**config.mk**
```make
export PLATFORM = sky130hd
export DESIGN_NAME = qcm_host
export DESIGN_NICKNAME = d
export VERILOG_FILES = /design/src/logic/qcm_host.v
export VERILOG_INCLUDE_DIRS = /design/src /design/src/pkg
export SDC_FILE = /design/constraint.sdc
export NUM_CORES = 1
export LEC_CHECK = 0
export ABC_AREA = 1
export BUFFER_PORTS_ARGS = -buffer_cell sky130_fd_sc_hd__buf_2
export CAP_MARGIN = 20
export CORE_ASPECT_RATIO = 1.2
export CORE_MARGIN = 2
export CORE_UTILIZATION = 45
export CTS_CLUSTER_DIAMETER = 50
export DETAILED_ROUTE_END_ITERATION = 8
export GPL_TIMING_DRIVEN = 0
export PLACE_DENSITY = 0.7
export REMOVE_ABC_BUFFERS = 1
export SKIP_CTS_REPAIR_TIMING = 1
export SYNTH_ARGS = -nofsm -noshare
export SYNTH_HDL_FRONTEND = slang
export SYNTH_SLANG_ARGS = --single-unit
```
**constraint.sdc**
```tcl
create_clock -name sys_clk_i -period 2.2 [get_ports sys_clk_i]
set_input_delay 0.22 -clock sys_clk_i [delete_from_list [all_inputs] [get_ports sys_clk_i]]
set_output_delay 0.22 -clock sys_clk_i [all_outputs]
set_load 0.01 [all_outputs]
```
**src/pkg/qcm_consts.vh**
```
// Purpose: constants for the four-wire command mode flash host controller
// Assumes: included by its bare name
// Notes: opcodes, limits, security register addressing, register offsets
`ifndef QCM_CONSTS_VH
`define QCM_CONSTS_VH
// =====================================================
// opcodes
`define QCM_OP_WREN 8'h06
`define QCM_OP_VWREN 8'h50
`define QCM_OP_WRDIS 8'h04
`define QCM_OP_RDSR1 8'h05
`define QCM_OP_RDSR2 8'h35
`define QCM_OP_RDSR3 8'h15
`define QCM_OP_WRSR1 8'h01
`define QCM_OP_WRSR2 8'h31
`define QCM_OP_WRSR3 8'h11
`define QCM_OP_CE1 8'hC7
`define QCM_OP_CE2 8'h60
`define QCM_OP_SUSP 8'h75
`define QCM_OP_RESM 8'h7A
`define QCM_OP_PDN 8'hB9
`define QCM_OP_RPAR 8'hC0
`define QCM_OP_RELID 8'hAB
`define QCM_OP_MFID 8'h90
`define QCM_OP_JID 8'h9F
`define QCM_OP_EXIT 8'hFF
`define QCM_OP_PP 8'h02
`define QCM_OP_SE 8'h20
`define QCM_OP_BE32 8'h52
`define QCM_OP_BE64 8'hD8
`define QCM_OP_FRD 8'h0B
`define QCM_OP_WRAP 8'h0C
`define QCM_OP_QIO 8'hEB
`define QCM_OP_BLK 8'h36
`define QCM_OP_BUNL 8'h39
`define QCM_OP_BLRD 8'h3D
`define QCM_OP_SRPG 8'h42
`define QCM_OP_SRER 8'h44
// =====================================================
// limits and security register addressing
`define QCM_PAGE_MAX 9'h100
`define QCM_SEC_HI 8'h00
`define QCM_SEC1_MID 8'h10
`define QCM_SEC2_MID 8'h20
`define QCM_SEC3_MID 8'h30
`define QCM_MFID_PAD 8'h00
// =====================================================
// software register offsets
`define QCM_REG_CTRL 4'h0
`define QCM_REG_ADDR 4'h1
`define QCM_REG_TXD 4'h2
`define QCM_REG_RXD 4'h3
`define QCM_REG_STAT 4'h4
`define QCM_REG_PARAM 4'h5
// ctrl fields: [7:0] opcode, [15:8] dummy/pad bytes,
// [24:16] data bytes, [25] start, [26] read, [27] has address
`define QCM_CTRL_START 25
`define QCM_CTRL_READ 26
`define QCM_CTRL_ADDR 27
`define QCM_PARAM_RST 8'h00
`endif

```
**src/logic/qcm_host.v**
```verilog
// Purpose: host controller driving a serial flash in four-wire command mode
// Assumes: link clock derived here by dividing sys_clk_i; device samples on rising sclk
// Notes: one frame per ctrl write; data bytes stream through txd/rxd registers
//
// The register addresses and strobed register access were decided locally.
`timescale 1ns/100ps
`default_nettype none
`include "qcm_consts.vh"

// Overview of operation
// - opcode, address and data sent as two nibbles, upper nibble first.
// - every byte travels most significant bit first.
// - 90h sends two dummies and 00h; 9Fh returns three bytes.
// - 0Bh and 0Ch send three address bytes, dummies, then read data.
// - EBh sends address, mode byte, then remaining dummies before data.
// - program, erases, block lock/unlock and lock read take three address bytes.
// - host sends one to 256 program data bytes per program instruction.
// - word reads need aligned low address bits, supplied by software.
// - software issues write enable before program, erase or status write.
// - write enable framed by chip select, rising edge sampled opcode.
module qcm_host #(
    parameter DIV = 4
) (
    input wire sys_clk_i,
    input wire nrst_i,
    input wire [3:0] addr_i,
    input wire [31:0] wdata_i,
    input wire wr_i,
    input wire rd_i,
    output reg [31:0] rdata_o,
    output reg sclk_o,
    output reg ncs_o,
    output reg [3:0] io_o,
    output reg [3:0] io_oe_o,
    input wire [3:0] io_i
);
    localparam S_IDLE = 3'd0;
    localparam S_CMD = 3'd1;
    localparam S_ADR = 3'd2;
    localparam S_PAD = 3'd3;
    localparam S_DAT = 3'd4;
    localparam S_END = 3'd5;

    // =====================================================
    // input synchroniser
    reg [3:0] io_s1_ff;
    reg [3:0] io_s2_ff;
    always @(posedge sys_clk_i)
    begin
        io_s1_ff <= io_i;
        io_s2_ff <= io_s1_ff;
    end

    // =====================================================
    // software registers
    reg [7:0] op_ff;
    reg [7:0] pad_ff;
    reg [8:0] cnt_ff;
    reg rdop_ff;
    reg hasad_ff;
    reg [23:0] adr_ff;
    reg [7:0] txd_ff;
    reg txv_ff;
    reg [7:0] rxd_ff;
    reg rxv_ff;
    reg [7:0] param_ff;
    reg [2:0] st_ff;
    reg [7:0] sh_ff;
    reg [1:0] nib_ff;
    reg [7:0] dv_ff;
    reg [3:0] pdum_ff;
    reg [7:0] div_ff;
    reg phase_ff;
    wire busy = (st_ff != S_IDLE);
    wire tick = (div_ff == DIV[7:0] - 8'h01);
    wire rise = tick & ~phase_ff & ~ncs_o;
    wire fall = tick & phase_ff;
    wire fastrd = (op_ff == `QCM_OP_FRD) | (op_ff == `QCM_OP_WRAP);
    wire prog = (op_ff == `QCM_OP_PP) | (op_ff == `QCM_OP_SRPG);
    // stall on a full rx holder, or before a tx byte whose successor is missing;
    // the last byte never waits, so a short write cannot hang
    wire stall = (st_ff == S_DAT) & (nib_ff == 2'd0) & ~phase_ff
        & (rdop_ff ? rxv_ff : (~txv_ff & (cnt_ff > 9'h001)));

    always @(posedge sys_clk_i)
    begin
        if (!nrst_i)
            rdata_o <= 32'h0000_0000;
        else if (rd_i)
        begin
            case (addr_i)
                `QCM_REG_ADDR: rdata_o <= {8'h00, adr_ff};
                `QCM_REG_RXD: rdata_o <= {24'h0000_00, rxd_ff};
                `QCM_REG_STAT: rdata_o <= {24'h0000_00, 5'h00, txv_ff, rxv_ff, busy};
                `QCM_REG_PARAM: rdata_o <= {24'h0000_00, param_ff};
                `QCM_REG_CTRL: rdata_o <= {4'h0, hasad_ff, rdop_ff, 1'b0, cnt_ff,
                    pad_ff, op_ff};
                default: rdata_o <= 32'h0000_0000;
            endcase
        end
        else
            rdata_o <= 32'h0000_0000;
    end

    // =====================================================
    // clock divider and frame engine
    always @(posedge sys_clk_i)
    begin
        if (!nrst_i)
        begin
            op_ff <= 8'h00;
            pad_ff <= 8'h00;
            cnt_ff <= 9'h000;
            rdop_ff <= 1'b0;
            hasad_ff <= 1'b0;
            adr_ff <= 24'h0000_00;
            txd_ff <= 8'h00;
            txv_ff <= 1'b0;
            rxd_ff <= 8'h00;
            rxv_ff <= 1'b0;
            param_ff <= `QCM_PARAM_RST;
            st_ff <= S_IDLE;
            sh_ff <= 8'h00;
            nib_ff <= 2'd0;
            dv_ff <= 8'h00;
            pdum_ff <= 4'h0;
            div_ff <= 8'h00;
            phase_ff <= 1'b0;
            sclk_o <= 1'b0;
            ncs_o <= 1'b1;
            io_o <= 4'h0;
            io_oe_o <= 4'h0;
        end
        else
        begin
            if (rd_i && addr_i == `QCM_REG_RXD)
                rxv_ff <= 1'b0;
            if (wr_i && addr_i == `QCM_REG_TXD)
                txd_ff <= wdata_i[7:0];
            if (wr_i && addr_i == `QCM_REG_ADDR && !busy)
                adr_ff <= wdata_i[23:0]; // word-read alignment is software's
            if (wr_i && addr_i == `QCM_REG_CTRL && !busy && wdata_i[`QCM_CTRL_START])
            begin
                op_ff <= wdata_i[7:0];
                pad_ff <= wdata_i[15:8];
                rdop_ff <= wdata_i[`QCM_CTRL_READ];
                hasad_ff <= wdata_i[`QCM_CTRL_ADDR];
                // program data limited to 1..256 bytes
                if ((wdata_i[7:0] == `QCM_OP_PP || wdata_i[7:0] == `QCM_OP_SRPG)
                    && (wdata_i[24:16] == 9'h000 || wdata_i[24:16] > `QCM_PAGE_MAX))
                    cnt_ff <= `QCM_PAGE_MAX;
                else
                    cnt_ff <= wdata_i[24:16];
                // every frame opens with chip select low
                ncs_o <= 1'b0;
                st_ff <= S_CMD;
                sh_ff <= wdata_i[7:0];
                nib_ff <= 2'd0;
                div_ff <= 8'h00;
                phase_ff <= 1'b0;
                io_o <= wdata_i[7:4];
                io_oe_o <= 4'hF;
            end
            else if (busy && !stall)
            begin
                div_ff <= tick ? 8'h00 : div_ff + 8'h01;
                if (tick && st_ff != S_END)
                begin
                    phase_ff <= ~phase_ff;
                    sclk_o <= ~phase_ff;
                end
                if (rise && rdop_ff && st_ff == S_DAT)
                    sh_ff <= {sh_ff[3:0], io_s2_ff};
                if (fall)
                begin
                    if (nib_ff == 2'd0)
                    begin
                        nib_ff <= 2'd1;
                        io_o <= sh_ff[3:0]; // lower nibble second
                    end
                    else
                    begin
                        nib_ff <= 2'd0;
                        case (st_ff)
                            S_CMD:
                            begin
                                // setup for the next phase after opcode
                                if (hasad_ff)
                                begin
                                    st_ff <= S_ADR;
                                    dv_ff <= 8'd2;
                                    sh_ff <= adr_ff[23:16];
                                    io_o <= adr_ff[23:20];
                                end
                                else if (pad_ff != 8'h00)
                                begin
                                    st_ff <= S_PAD;
                                    dv_ff <= pad_ff;
                                    sh_ff <= (op_ff == `QCM_OP_MFID && pad_ff == 8'd1)
                                        ? `QCM_MFID_PAD : 8'h00;
                                    io_o <= 4'h0;
                                end
                                else if (cnt_ff != 9'h000 || rdop_ff)
                                begin
                                    st_ff <= S_DAT;
                                    if (rdop_ff)
                                        io_oe_o <= 4'h0;
                                    else
                                    begin
                                        sh_ff <= txd_ff;
                                        io_o <= txd_ff[7:4];
                                        txv_ff <= 1'b0;
                                    end
                                end
                                else
                                    st_ff <= S_END;
                            end
                            S_ADR:
                            begin
                                if (dv_ff != 8'h00)
                                begin
                                    dv_ff <= dv_ff - 8'h01;
                                    sh_ff <= (dv_ff == 8'd2) ? adr_ff[15:8] : adr_ff[7:0];
                                    io_o <= (dv_ff == 8'd2) ? adr_ff[15:12] : adr_ff[7:4];
                                end
                                else if (op_ff == `QCM_OP_QIO || pad_ff != 8'h00)
                                begin
                                    // EBh: mode byte first, then parameter dummies
                                    st_ff <= S_PAD;
                                    dv_ff <= (op_ff == `QCM_OP_QIO) ? 8'd1 : pad_ff;
                                    pdum_ff <= param_ff[7:4];
                                    sh_ff <= 8'h00;
                                    io_o <= 4'h0;
                                end
                                else if (fastrd)
                                begin
                                    st_ff <= S_PAD; // dummy clocks from parameters
                                    dv_ff <= 8'h00;
                                    pdum_ff <= param_ff[7:4];
                                    io_oe_o <= 4'h0;
                                end
                                else if (cnt_ff != 9'h000 || rdop_ff)
                                begin
                                    st_ff <= S_DAT;
                                    if (rdop_ff)
                                        io_oe_o <= 4'h0;
                                    else
                                    begin
                                        sh_ff <= txd_ff;
                                        io_o <= txd_ff[7:4];
                                        txv_ff <= 1'b0;
                                    end
                                end
                                else
                                    st_ff <= S_END;
                            end
                            S_PAD:
                            begin
                                if (dv_ff > 8'd1)
                                begin
                                    dv_ff <= dv_ff - 8'h01;
                                    sh_ff <= (op_ff == `QCM_OP_MFID && dv_ff == 8'd2)
                                        ? `QCM_MFID_PAD : 8'h00;
                                    io_o <= 4'h0;
                                end
                                else if ((fastrd || op_ff == `QCM_OP_QIO) && pdum_ff > 4'd2)
                                begin
                                    // byte-wise stepping of parameter dummy clocks
                                    dv_ff <= 8'h00;
                                    pdum_ff <= pdum_ff - 4'd2;
                                    io_oe_o <= 4'h0;
                                end
                                else
                                begin
                                    st_ff <= S_DAT;
                                    if (rdop_ff)
                                        io_oe_o <= 4'h0;
                                    else
                                    begin
                                        sh_ff <= txd_ff;
                                        io_o <= txd_ff[7:4];
                                        txv_ff <= 1'b0;
                                    end
                                end
                            end
                            S_DAT:
                            begin
                                if (rdop_ff)
                                begin
                                    rxd_ff <= sh_ff; // count 0 streams on
                                    rxv_ff <= 1'b1;
                                    if (cnt_ff == 9'h001)
                                        st_ff <= S_END;
                                    if (cnt_ff != 9'h000)
                                        cnt_ff <= cnt_ff - 9'h001;
                                end
                                else if (cnt_ff <= 9'h001)
                                    st_ff <= S_END;
                                else
                                begin
                                    cnt_ff <= cnt_ff - 9'h001;
                                    sh_ff <= txd_ff;
                                    io_o <= txd_ff[7:4];
                                    txv_ff <= 1'b0;
                                end
                            end
                            default: st_ff <= S_END;
                        endcase
                    end
                end
                if (st_ff == S_END && tick)
                begin
                    // release chip select, ends repeating reads
                    ncs_o <= 1'b1;
                    io_oe_o <= 4'h0;
                    sclk_o <= 1'b0;
                    st_ff <= S_IDLE;
                end
            end
            // software may end a streaming read by writing ctrl with start low
            if (wr_i && addr_i == `QCM_REG_CTRL && busy && !wdata_i[`QCM_CTRL_START])
                st_ff <= S_END;
            if (wr_i && addr_i == `QCM_REG_PARAM)
                param_ff <= wdata_i[7:0]; // mirror of the byte sent with C0h
            // last, so a fresh byte outranks the engine consuming the old one
            if (wr_i && addr_i == `QCM_REG_TXD)
                txv_ff <= 1'b1;
        end
    end
endmodule // qcm_host
`default_nettype wire

```
==> summary.md, run 1 <==
| Metric | Value |
|---|---|
| Setup violators final | `13` |
| RSZ-0062 raised after global routing | `true` |
| CORE AREA | `18200 µm²` |
| Die height | `~150 µm` |
| Worst skew pair latency | `~450 ps` |
| Antenna diodes | `0` |
| Residual DRC | `0` |
| Layout Area Growth over Synthesis | `33.5%` |
| CP Max Fanout | `8` |
| Die area | `around 20000 µm²` |
| Top post-synthesis cells by area | `dfxtp_1 37%, nand2_1 12%, o21ai_0 8.0%` |
| Area occupied by multi-input gates | `about 5200 µm²` |
| Starting density of the core | `0.461` |
| DR pass1 iterations | `6` |
| Post-Route Setup TNS | `-976 ps` |
| Static leakage | `approximately 4.6 nW` |
| First-pass GRT wire length | `~45 mm` |
| Synth cell types | `54` |
| Asr flop ratio synth | `0` |
| Clock Pin Slew Worst Setup and Hold Paths | `~70 ps` |
| Ratio of cells with drive above 1 in the final layout | `0.279` |
| Mapped cell area | `8400 µm²` |
| Fin area | `around 11000 µm²` |
| # fillers | `1643` |
| H-tree depth | `4` |
| Total length of routed wires | `around 33 mm` |
| Root Buffer | `clkbuf_16` |
| Tcrit/Tclk final | `1.07` |
| Global route overflow | `0` |
| Avg WL per Cell | `19.8 µm` |
| Seq/Total Area, Yosys | `0.369` |
| # IOs | `86` |
| Port bufs | `between 70 and 80` |
| Hold Fails Final Rpt | `0` |
| Mapped Cells | `about 1.3k` |
| Initial antenna violation count | `0` |
| Cell taking the most area after synthesis | `dfxtp_1` |
| CP required | `roughly 2500 ps` |
| Status | `finished, violations left` |
| RD Place Congestion | `between 0.9 and 1` |
| Worst min path class | `input pin to register` |
| Sequential cell area | `between 3000 and 4000 µm²` |
| Total design power | `slightly above 6 mW` |
| Worst slack, placed | `-1230 ps` |
| FP Rows | `54` |
| Post-route ant nets | `0` |
| Non-Filler Instances | `1654` |
| Violated checks | `negative setup slack` |
| Mean Syn Cell Area | `6.72 µm²` |
| Most frequent cell after synthesis | `nand2_1` |
| Final #Nets | `1470` |
| CTS Buffer Depth | `2` |
| Max-cap violations | `0` |
| Final WS setup | `-155 ps` |
| Maximum vdd drop | `approximately 610 µV` |
| CTS tree | `yes` |
| Clk sinks | `155` |
| CP Class | `register to register` |
| Setup crit end kind | `register` |
| CTS Buf Count | `17` |
| Iter 0 DRT Violations | `around 1.1k` |
| Tot GR Track Use | `0.292` |
| Slew @ Worst Pin | `about 1100 ps` |
| Area share of the largest cell type after synthesis | `0.369` |
| PwrDens | `550 nW/µm²` |
| Ys flop type | `dfxtp_1` |
| Final min period | `around 2400 ps` |
| Drt via density | `around 5.9` |
| Synth Register Bits | `approximately 160` |
| Final hold slack | `~30 ps` |
| Vias in the first global route | `8199` |
| Yosys Warn Count | `0` |
| Critical Path Source Type | `register` |
| Most frequent cells after synthesis | `266 x nand2_1, 155 x dfxtp_1, 141 x inv_1` |
| WP data arrival | `around 2700 ps` |
| Fin. max-slew vios | `0` |
| Fmax | `roughly 0.42 GHz` |
| Die W | `129 µm` |
| Util after Layout | `0.615` |
| Slew headroom | `0.280` |
| Detailed Place HPWL | `around 21 mm` |
| Clk_skew | `9.39 ps` |
| EDFF count, synth | `0` |
| Via count | `approximately 9.8k` |
| DP Cell Count | `1507` |
| Largest net degree at the start of global routing | `between 50 and 60` |
| Placed Area | `about 8900 µm²` |
## placed cells by master (no fill, tap or decap), drive strengths merged, types with 3 or more instances in the layout
| master | synthesis | final |
|---|---|---|
| o31ai | 3 | 3 |
| buf | 18 | 180 |
| nand3 | 67 | 69 |
| nor4 | 5 | 5 |
| nand2 | 272 | 274 |
| dfxtp | 155 | 155 |
| xor2 | 7 | 7 |
| a221oi | 5 | 5 |
| conb | 1 | 5 |
| clkinvlp | 0 | 11 |
| clkbuf | 32 | 22 |
| nor2 | 119 | 124 |
| ha | 8 | 8 |
| dlygate4sd3 | 0 | 4 |
| o21ai | 149 | 149 |
| a31oi | 9 | 9 |
| nand4 | 37 | 37 |
| o22ai | 21 | 21 |
| or2 | 3 | 3 |
| o211ai | 9 | 9 |
| inv | 150 | 151 |
| a211oi | 4 | 4 |
| a21oi | 134 | 134 |
| o21bai | 4 | 4 |
| nor3 | 21 | 21 |
## path summary, 6_finish.rpt
check,startpoint,to,slack [ps],cells past startpoint
worst min-delay path,wdata_i[3],op_ff[3],30,3
worst min register to register,io_s1_ff[1],io_s2_ff[1],330,0
worst max register to register,phase_ff,sh_ff[5],-160,15
worst max-delay path,phase_ff,sh_ff[5],-160,15
## area by class of cell
type | instances | area share
clock buffer | 20 | 0.0416
clock inverter | 11 | 0.00970
inverter | 154 | 0.0564
multi-input combinational | 904 | 0.461
sequential | 155 | 0.281
tap | 224 | 0.0250
timing repair buffer | 186 | 0.125
## report_power, final
| group | switching [mW] | internal (mW) |
|---|---|---|
| Sequential | 0.0292 | 2.83 |
| Combinational | 0.257 | 0.116 |
| Clock | 1.28 | 1.66 |
| Total | 1.57 | 4.60 |
## layer usage
layer | vias to the layer above | track usage | part of all wire | wire length, µm
li1 | 4561 | - | - | -
met1 | 4538 | 0.373 | 0.37 | 12200
met2 | 573 | 0.475 | 0.47 | 15200
met3 | 151 | 0.0511 | 0.091 | 2990
met4 | 0 | 0.139 | 0.071 | 2320
met5 | - | 0 | 0 | 0
## flip-flops by register name, indices dropped and copies added, names as in the netlist, 8 cells and up
register / cells
rxd_ff: 8
adr_ff: 24
op_ff: 8
rdata_o: 27
sh_ff: 8
txd_ff: 8
param_ff: 8
cnt_ff: 9
dv_ff: 8
div_ff: 8
pad_ff: 8
## worst max-delay path, stage by stage, from the launching register on
cell	delay, ps
dfxtp_1	410
nor2_2	430
nand3_4	250
buf_4	210
o21ai_4	190
inv_2	50
nand2_1	70
nand3_1	90
nand2_1	70
nand2_1	50
nand2_1	50
nand2_1	50
nand2_1	60
nand2_1	100
nand2_1	90
a21oi_1	70
## cell families after synthesis
| family | synth area share |
|---|---|
| buffers and inverters | 0.0975 |
| adders and majority gates | 0.0119 |
| AOI/OAI and AO/OA | 0.228 |
| xor gates and xnor gates | 0.00938 |
| DFF | 0.369 |
| other | 0.000446 |
| and+or+nand+nor | 0.284 |
Power figures use the tool's default switching activity.
==> run 2: changes to the inputs <==
--- a/config.mk
+++ b/config.mk
@@ -9,13 +9,15 @@
 export ABC_AREA = 1
 export BUFFER_PORTS_ARGS = -buffer_cell sky130_fd_sc_hd__buf_2
 export CAP_MARGIN = 20
+export CELL_PAD_IN_SITES_DETAIL_PLACEMENT = 2
+export CELL_PAD_IN_SITES_GLOBAL_PLACEMENT = 2
 export CORE_ASPECT_RATIO = 1.2
 export CORE_MARGIN = 2
-export CORE_UTILIZATION = 45
+export CORE_UTILIZATION = 33
 export CTS_CLUSTER_DIAMETER = 50
 export DETAILED_ROUTE_END_ITERATION = 8
 export GPL_TIMING_DRIVEN = 0
-export PLACE_DENSITY = 0.7
+export PLACE_DENSITY = 0.86
 export REMOVE_ABC_BUFFERS = 1
 export SKIP_CTS_REPAIR_TIMING = 1
 export SYNTH_ARGS = -nofsm -noshare
==> run 2 against run 1 <==
The run ends with max-capacitance violations, max-slew violations, negative setup slack left. Global-route usage is 0.12 points higher. Die area grew 35%. Register-to-register slack worse by 950 ps. Cell count up 9.4%. Clock power increased by 16%. Sequential share of layout area fell by 2.5 points. Utilization shrank 12 points. Sequential power hardly changed. Critical path type unchanged. Largest power group unchanged.
==> summary.md, run 2 (synthesis gave the netlist of run 1 again) <==
| Metric | Value |
|---|---|
| Max FFs per register | `27` |
| Fin. max-slew vios | `4` |
| Root Buffer | `clkbuf_16` |
| # IOs | `between 80 and 90` |
| Critical Path Source Type | `register` |
| Maximum vdd drop | `approximately 760 µV` |
| Final #Nets | `1519` |
| Largest reg by FF count | `rdata_o` |
| CP max stage delay | `between 500 and 600 ps` |
| Seq pwr share | `0.424` |
| Total length of routed wires | `approximately 66 mm` |
| Clock network fraction of design power | `0.503` |
| PwrDens | `about 540 nW/µm²` |
| Util after Layout | `0.490` |
| Via count | `~12k` |
| Post-route ant nets | `0` |
| # fillers | `~2.8k` |
| Antenna diodes | `0` |
| Setup violators final | `92` |
| Worst-path cell chain | `nor2_4 -> nand2_2 -> nor2_4 -> buf_6 -> clkinvlp_4 -> buf_4 -> nor2_1 -> inv_1 -> o311ai_2 -> o21ai_4 -> a21oi_2` |
| Sequential cell area | `around 3200 µm²` |
| CTS Buf Count | `17` |
| Iter 0 DRT Violations | `1151` |
| Status | `finished, violations left` |
| Die W | `between 100 and 150 µm` |
| Initial antenna violation count | `2` |
| DP Cell Count | `1613` |
| Global route overflow | `0` |
| Detailed Place HPWL | `between 20 and 30 mm` |
| Layout Area Growth over Synthesis | `47.6%` |
| Setup crit end kind | `register` |
| Starting density of the core | `0.332` |
| Hold Fails Final Rpt | `0` |
| Static leakage | `around 5 nW` |
| Int Power | `4.68 mW` |
| Vias in the first global route | `10.1k` |
| Worst skew pair latency | `500 ps` |
| Clk_skew | `roughly 34 ps` |
| CORE AREA | `25300 µm²` |
| Port bufs | `76` |
| Drt via density | `6.54` |
| Slew @ Worst Pin | `approximately 1900 ps` |
| FP Rows | `64` |
| Fmax | `0.302 GHz` |
| Slew headroom | `-0.278` |
| RSZ-0062 raised after global routing | `true` |
| First-pass GRT wire length | `59.3 mm` |
| Post-Route Setup TNS | `-29220 ps` |
| Combinational share of power | `0.072` |
| CP required | `between 2000 and 3000 ps` |
| Largest registers | `rdata_o: 27 flops, adr_ff: 24 flops, cnt_ff: 9 flops` |
| DR pass1 iterations | `5` |
| Most frequent cells in the layout | `224 x nand2_1, 129 x dfxtp_1, 117 x inv_1, 109 x a21oi_1, 105 x buf_4` |
| Worst slack, placed | `-1490 ps` |
| Tot GR Track Use | `0.293` |
| CTS Buffer Depth | `2` |
| H-tree depth | `4` |
| Die height | `~180 µm` |
| Tcrit/Tclk final | `1.50` |
| Worst min path class | `input pin to register` |
| Area occupied by multi-input gates | `around 5600 µm²` |
| CP Max Fanout | `5` |
| Largest net degree at the start of global routing | `50` |
| Psw | `about 2.1 mW` |
| Ratio of cells with drive above 1 in the final layout | `0.361` |
| Violated checks | `max-capacitance violations, max-slew violations, negative setup slack` |
| Slowest stage cell on the critical path | `o311ai_2` |
| Commonest non-fill, non-tap cell in the layout | `nand2_1` |
| Final WS setup | `-1110 ps` |
| Final min period | `approximately 3300 ps` |
| CTS tree | `yes` |
| Die area | `around 27000 µm²` |
| CP Class | `register to register` |
| Max-cap violations | `1` |
| Clk sinks | `approximately 160` |
| Avg WL per Cell | `roughly 37 µm` |
| Switching portion of total power | `0.306` |
| WP data arrival | `around 3600 ps` |
| RD Place Congestion | `roughly 0.93` |
| Residual DRC | `0` |
| Most frequent CP cell | `nor2_4` |
| Non-Filler Instances | `1810` |
| Clock Pin Slew Worst Setup and Hold Paths | `90 ps` |
run 2: cell count changes in the layout (fill, tap and decap cells not counted), moves of 8 or more:
cell,previous run,this run
nand2_2,15,34
nor2_4,25,33
nor2_1,81,71
buf_12,7,18
nand2_1,245,224
buf_6,6,24
o21ai_0,108,98
o21ai_2,7,21
a21oi_1,122,109
buf_4,87,105
o21ai_1,28,20
a21oi_2,11,24
run 2: power groups by stage:
stage | Combinational, mW | Sequential (mW) | Clock, mW
after detailed placement | 0.314 | 2.93 | 0
after floorplan | 0.153 | 2.92 | 0
after global placement | 0.296 | 2.93 | 0
after global routing | 0.498 | 2.86 | 3.48
final | 0.488 | 2.86 | 3.40
after CTS | 0.323 | 2.87 | 3.22
run 2: metrics by stage:
stage          hold slack [ps]  cell area [µm²]  total power, mW
2_1_floorplan              248             8180             3.07
3_3_place_gp               314             8970             3.22
3_5_place_dp               315             9020             3.24
4_1_cts                   -143             9630             6.41
5_1_grt                   31.5            12400             6.84
6_report                  24.7            12400             6.75
run 2: worst paths after layout:
path / start / to / slack, ps / depth (start not counted)
min reg2reg: io_s1_ff[1] / io_s2_ff[1] / 340 / 0
max reg2reg: dv_ff[6] / dv_ff[5] / -1110 / 11
max: dv_ff[6] / dv_ff[5] / -1110 / 11
min: wdata_i[11] / pad_ff[3] / 20 / 3
run 2: worst max-delay path: cells and delay by family, from the launching register on:
| kind | cells | cell delay (ps) |
|---|---|---|
| simple gates | 4 | 820 |
| buf+inv | 4 | 810 |
| flops | 1 | 390 |
| compound gates | 3 | 1100 |
run 2: layout make-up:
type                            count  area share
Clock buffer                       18      0.0346
Clock inverter                     14      0.0148
Inverter                          154      0.0537
Multi-Input combinational cell    905       0.452
Sequential cell                   155       0.255
Tap cell                          330      0.0333
Timing Repair Buffer              233       0.156
Timing Repair inverter              1    0.000706
run 2: routing by layer:
| layer | vias up | track usage | routed length (µm) | share of wire |
|---|---|---|---|---|
| li1 | 4652 | - | - | - |
| met1 | 5851 | 0.338 | 22300 | 0.33 |
| met2 | 884 | 0.510 | 30400 | 0.46 |
| met3 | 454 | 0.0463 | 6560 | 0.099 |
| met4 | 4 | 0.175 | 7260 | 0.11 |
| met5 | - | 0 | 27 | 0.00041 |
==> run 3: changes to the inputs <==
--- a/config.mk
+++ b/config.mk
@@ -8,16 +8,15 @@
 export LEC_CHECK = 0
 export ABC_AREA = 1
 export BUFFER_PORTS_ARGS = -buffer_cell sky130_fd_sc_hd__buf_2
-export CAP_MARGIN = 20
 export CELL_PAD_IN_SITES_DETAIL_PLACEMENT = 2
 export CELL_PAD_IN_SITES_GLOBAL_PLACEMENT = 2
 export CORE_ASPECT_RATIO = 1.2
 export CORE_MARGIN = 2
-export CORE_UTILIZATION = 33
+export CORE_UTILIZATION = 36
 export CTS_CLUSTER_DIAMETER = 50
 export DETAILED_ROUTE_END_ITERATION = 8
 export GPL_TIMING_DRIVEN = 0
-export PLACE_DENSITY = 0.86
+export PLACE_DENSITY = 0.92
 export REMOVE_ABC_BUFFERS = 1
 export SKIP_CTS_REPAIR_TIMING = 1
 export SYNTH_ARGS = -nofsm -noshare
==> constraint.sdc (replaced) <==
create_clock -name sys_clk_i -period 4.1 [get_ports sys_clk_i]
set_input_delay 0.41 -clock sys_clk_i [delete_from_list [all_inputs] [get_ports sys_clk_i]]
set_output_delay 0.41 -clock sys_clk_i [all_outputs]
set_load 0.01 [all_outputs]
==> run 3 against run 2 <==
The run ends with max-capacitance violations, max-slew violations left. Setup slack improved by 1300 ps. Utilization is 7.5 points lower. Cell count decreased by 10%. Register-to-register slack better by 1300 ps. Die area is 8.1% lower. Clock power decreased by 51%. Critical endpoint is now sh_ff[0]. Largest power group unchanged.
==> summary.md, run 3 (synthesis gave the netlist of run 1 again) <==
| Metric | Value |
|---|---|
| Status | `finished, violations left` |
| Violated checks | `max-capacitance violations, max-slew violations` |
| Clock Pin Slew Worst Setup and Hold Paths | `~80 ps` |
| Layout Area Growth over Synthesis | `14.0%` |
| Levels on crit path | `9` |
| Setup violators final | `0` |
| Avg WL per Cell | `27.8 µm` |
| Total length of routed wires | `between 40 and 50 mm` |
| CP max stage delay | `~1000 ps` |
| Total design power | `between 3 and 4 mW` |
| Detailed Place HPWL | `between 20 and 30 mm` |
| Commonest non-fill, non-tap cell in the layout | `nand2_1` |
| Clk_skew | `30.3 ps` |
| Hold Path Depth | `1` |
| Die height | `~170 µm` |
| Tot GR Track Use | `0.372` |
| Antenna diodes | `0` |
| Max-cap violations | `1` |
| WP data arrival | `4260 ps` |
| Largest registers | `rdata_o: 27 flops, adr_ff: 24 flops, cnt_ff: 9 flops` |
| Port bufs | `76` |
| Crit path max-delay family | `simple AND/OR/NAND/NOR gates` |
| Final hold slack | `48.7 ps` |
| Critical Path Source Type | `register` |
| Slew @ Worst Pin | `between 1500 and 2000 ps` |
| Global route overflow | `0` |
| PwrDens | `356 nW/µm²` |
| Critical path buffer and inverter count | `2` |
| Setup crit end kind | `register` |
| H-tree depth | `4` |
| Tcrit/Tclk final | `0.957` |
| Switching portion of total power | `0.299` |
| Residual DRC | `0` |
| Iter 0 DRT Violations | `approximately 1.0k` |
| Util after Layout | `0.416` |
| CP Class | `register to register` |
| Drt via density | `between 6 and 7` |
| Via count | `10.2k` |
| Hold Fails Final Rpt | `0` |
| FP Rows | `61` |
| Final min period | `3920 ps` |
| CP Max Fanout | `18` |
| Clock network fraction of design power | `0.494` |
| Starting density of the core | `0.365` |
| Worst slack, placed | `~200 ps` |
| Die area | `24600 µm²` |
| Static leakage | `between 3 and 4 nW` |
| RSZ-0062 raised after global routing | `false` |
| CTS Buf Count | `17` |
| Initial antenna violation count | `1` |
| Worst-path cell chain | `nor2_4 -> nand2_4 -> nor2_1 -> inv_1 -> nor3_2 -> clkinv_1 -> o22ai_1 -> a21oi_1 -> nor2_1` |
| Final WS setup | `177 ps` |
| Die W | `around 140 µm` |
| Worst min path class | `input pin to register` |
| Final #Nets | `1353` |
| RD Place Congestion | `0.943` |
| Int Power | `between 2 and 2.5 mW` |
| Max FFs per register | `27` |
| Vias in the first global route | `roughly 11k` |
| Largest reg by FF count | `rdata_o` |
| Combinational share of power | `0.054` |
| CP required | `around 4400 ps` |
| Slowest stage cell on the critical path | `clkinv_1` |
| CORE AREA | `~23000 µm²` |
| Clk sinks | `155` |
| Post-route ant nets | `0` |
| DR pass1 iterations | `5` |
| Maximum vdd drop | `347 µV` |
| R2R depth | `9` |
| Seq pwr share | `0.452` |
| CTS Buffer Depth | `2` |
| Most frequent cells in the layout | `266 x nand2_1, 155 x dfxtp_1, 140 x inv_1, 135 x o21ai_0, 133 x a21oi_1` |
| Worst skew pair latency | `470 ps` |
| Root Buffer | `clkbuf_16` |
| Largest net degree at the start of global routing | `between 70 and 80` |
| # IOs | `86` |
| Most frequent CP cell | `nor2_1` |
| Psw | `1.02 mW` |
| Slew headroom | `-0.0466` |
| Fin. max-slew vios | `10` |
| Ratio of cells with drive above 1 in the final layout | `0.126` |
| Fmax | `0.255 GHz` |
| Post-Route Setup TNS | `0 ps` |
| # fillers | `2773` |
| First-pass GRT wire length | `68.4 mm` |
| CTS tree | `yes` |
==> run 3: changes by cell type in the layout (fill, tap and decap cells not counted), sizes merged, moves of 5 or more <==
cell / before / now
nand2: 277 / 272
buf: 226 / 78
clkinvlp: 11 / 0
inv: 149 / 158
==> run 3: worst paths after layout <==
kind	slack [ps]	start	end
setup / recovery	180	st_ff[0]	sh_ff[0]
hold / removal	50	io_i[3]	io_s1_ff[3]
setup reg to reg	180	st_ff[0]	sh_ff[0]
hold reg to reg	320	io_s1_ff[1]	io_s2_ff[1]
==> run 3: layout make-up <==
| type | instances | area [µm²] | area share |
|---|---|---|---|
| clock buffers | 17 | 425 | 0.0444 |
| clock inverters | 15 | 173 | 0.0180 |
| inverters | 154 | 579 | 0.0605 |
| multi-input cells | 895 | 4510 | 0.471 |
| flip-flops and latches | 155 | 3100 | 0.324 |
| well taps | 315 | 394 | 0.0411 |
| repair buffers | 78 | 395 | 0.0413 |
==> run 3: power by group through the flow <==
stage          Combinational [mW]  Clock (mW)  Sequential, mW
4_1_cts                     0.178        1.69            1.54
5_1_grt                     0.195        1.76            1.54
2_1_floorplan              0.0820           0            1.57
3_5_place_dp                0.167           0            1.57
3_3_place_gp                0.157           0            1.57
6_report                    0.184        1.68            1.54
==> run 3: per-layer routing <==
metal,wire length (µm),GRT usage
met5,13,0
met4,3660,0.271
met3,3300,0.0883
met2,22000,0.636
met1,16300,0.400
==> run 3: stage by stage <==
step                      cells  instance area [µm²]
final                      1629                 9580
after global routing       1629                 9580
after CTS                  1628                 9570
after detailed placement   1596                 8970
after global placement     1595                 8950
after floorplan            1204                 8180
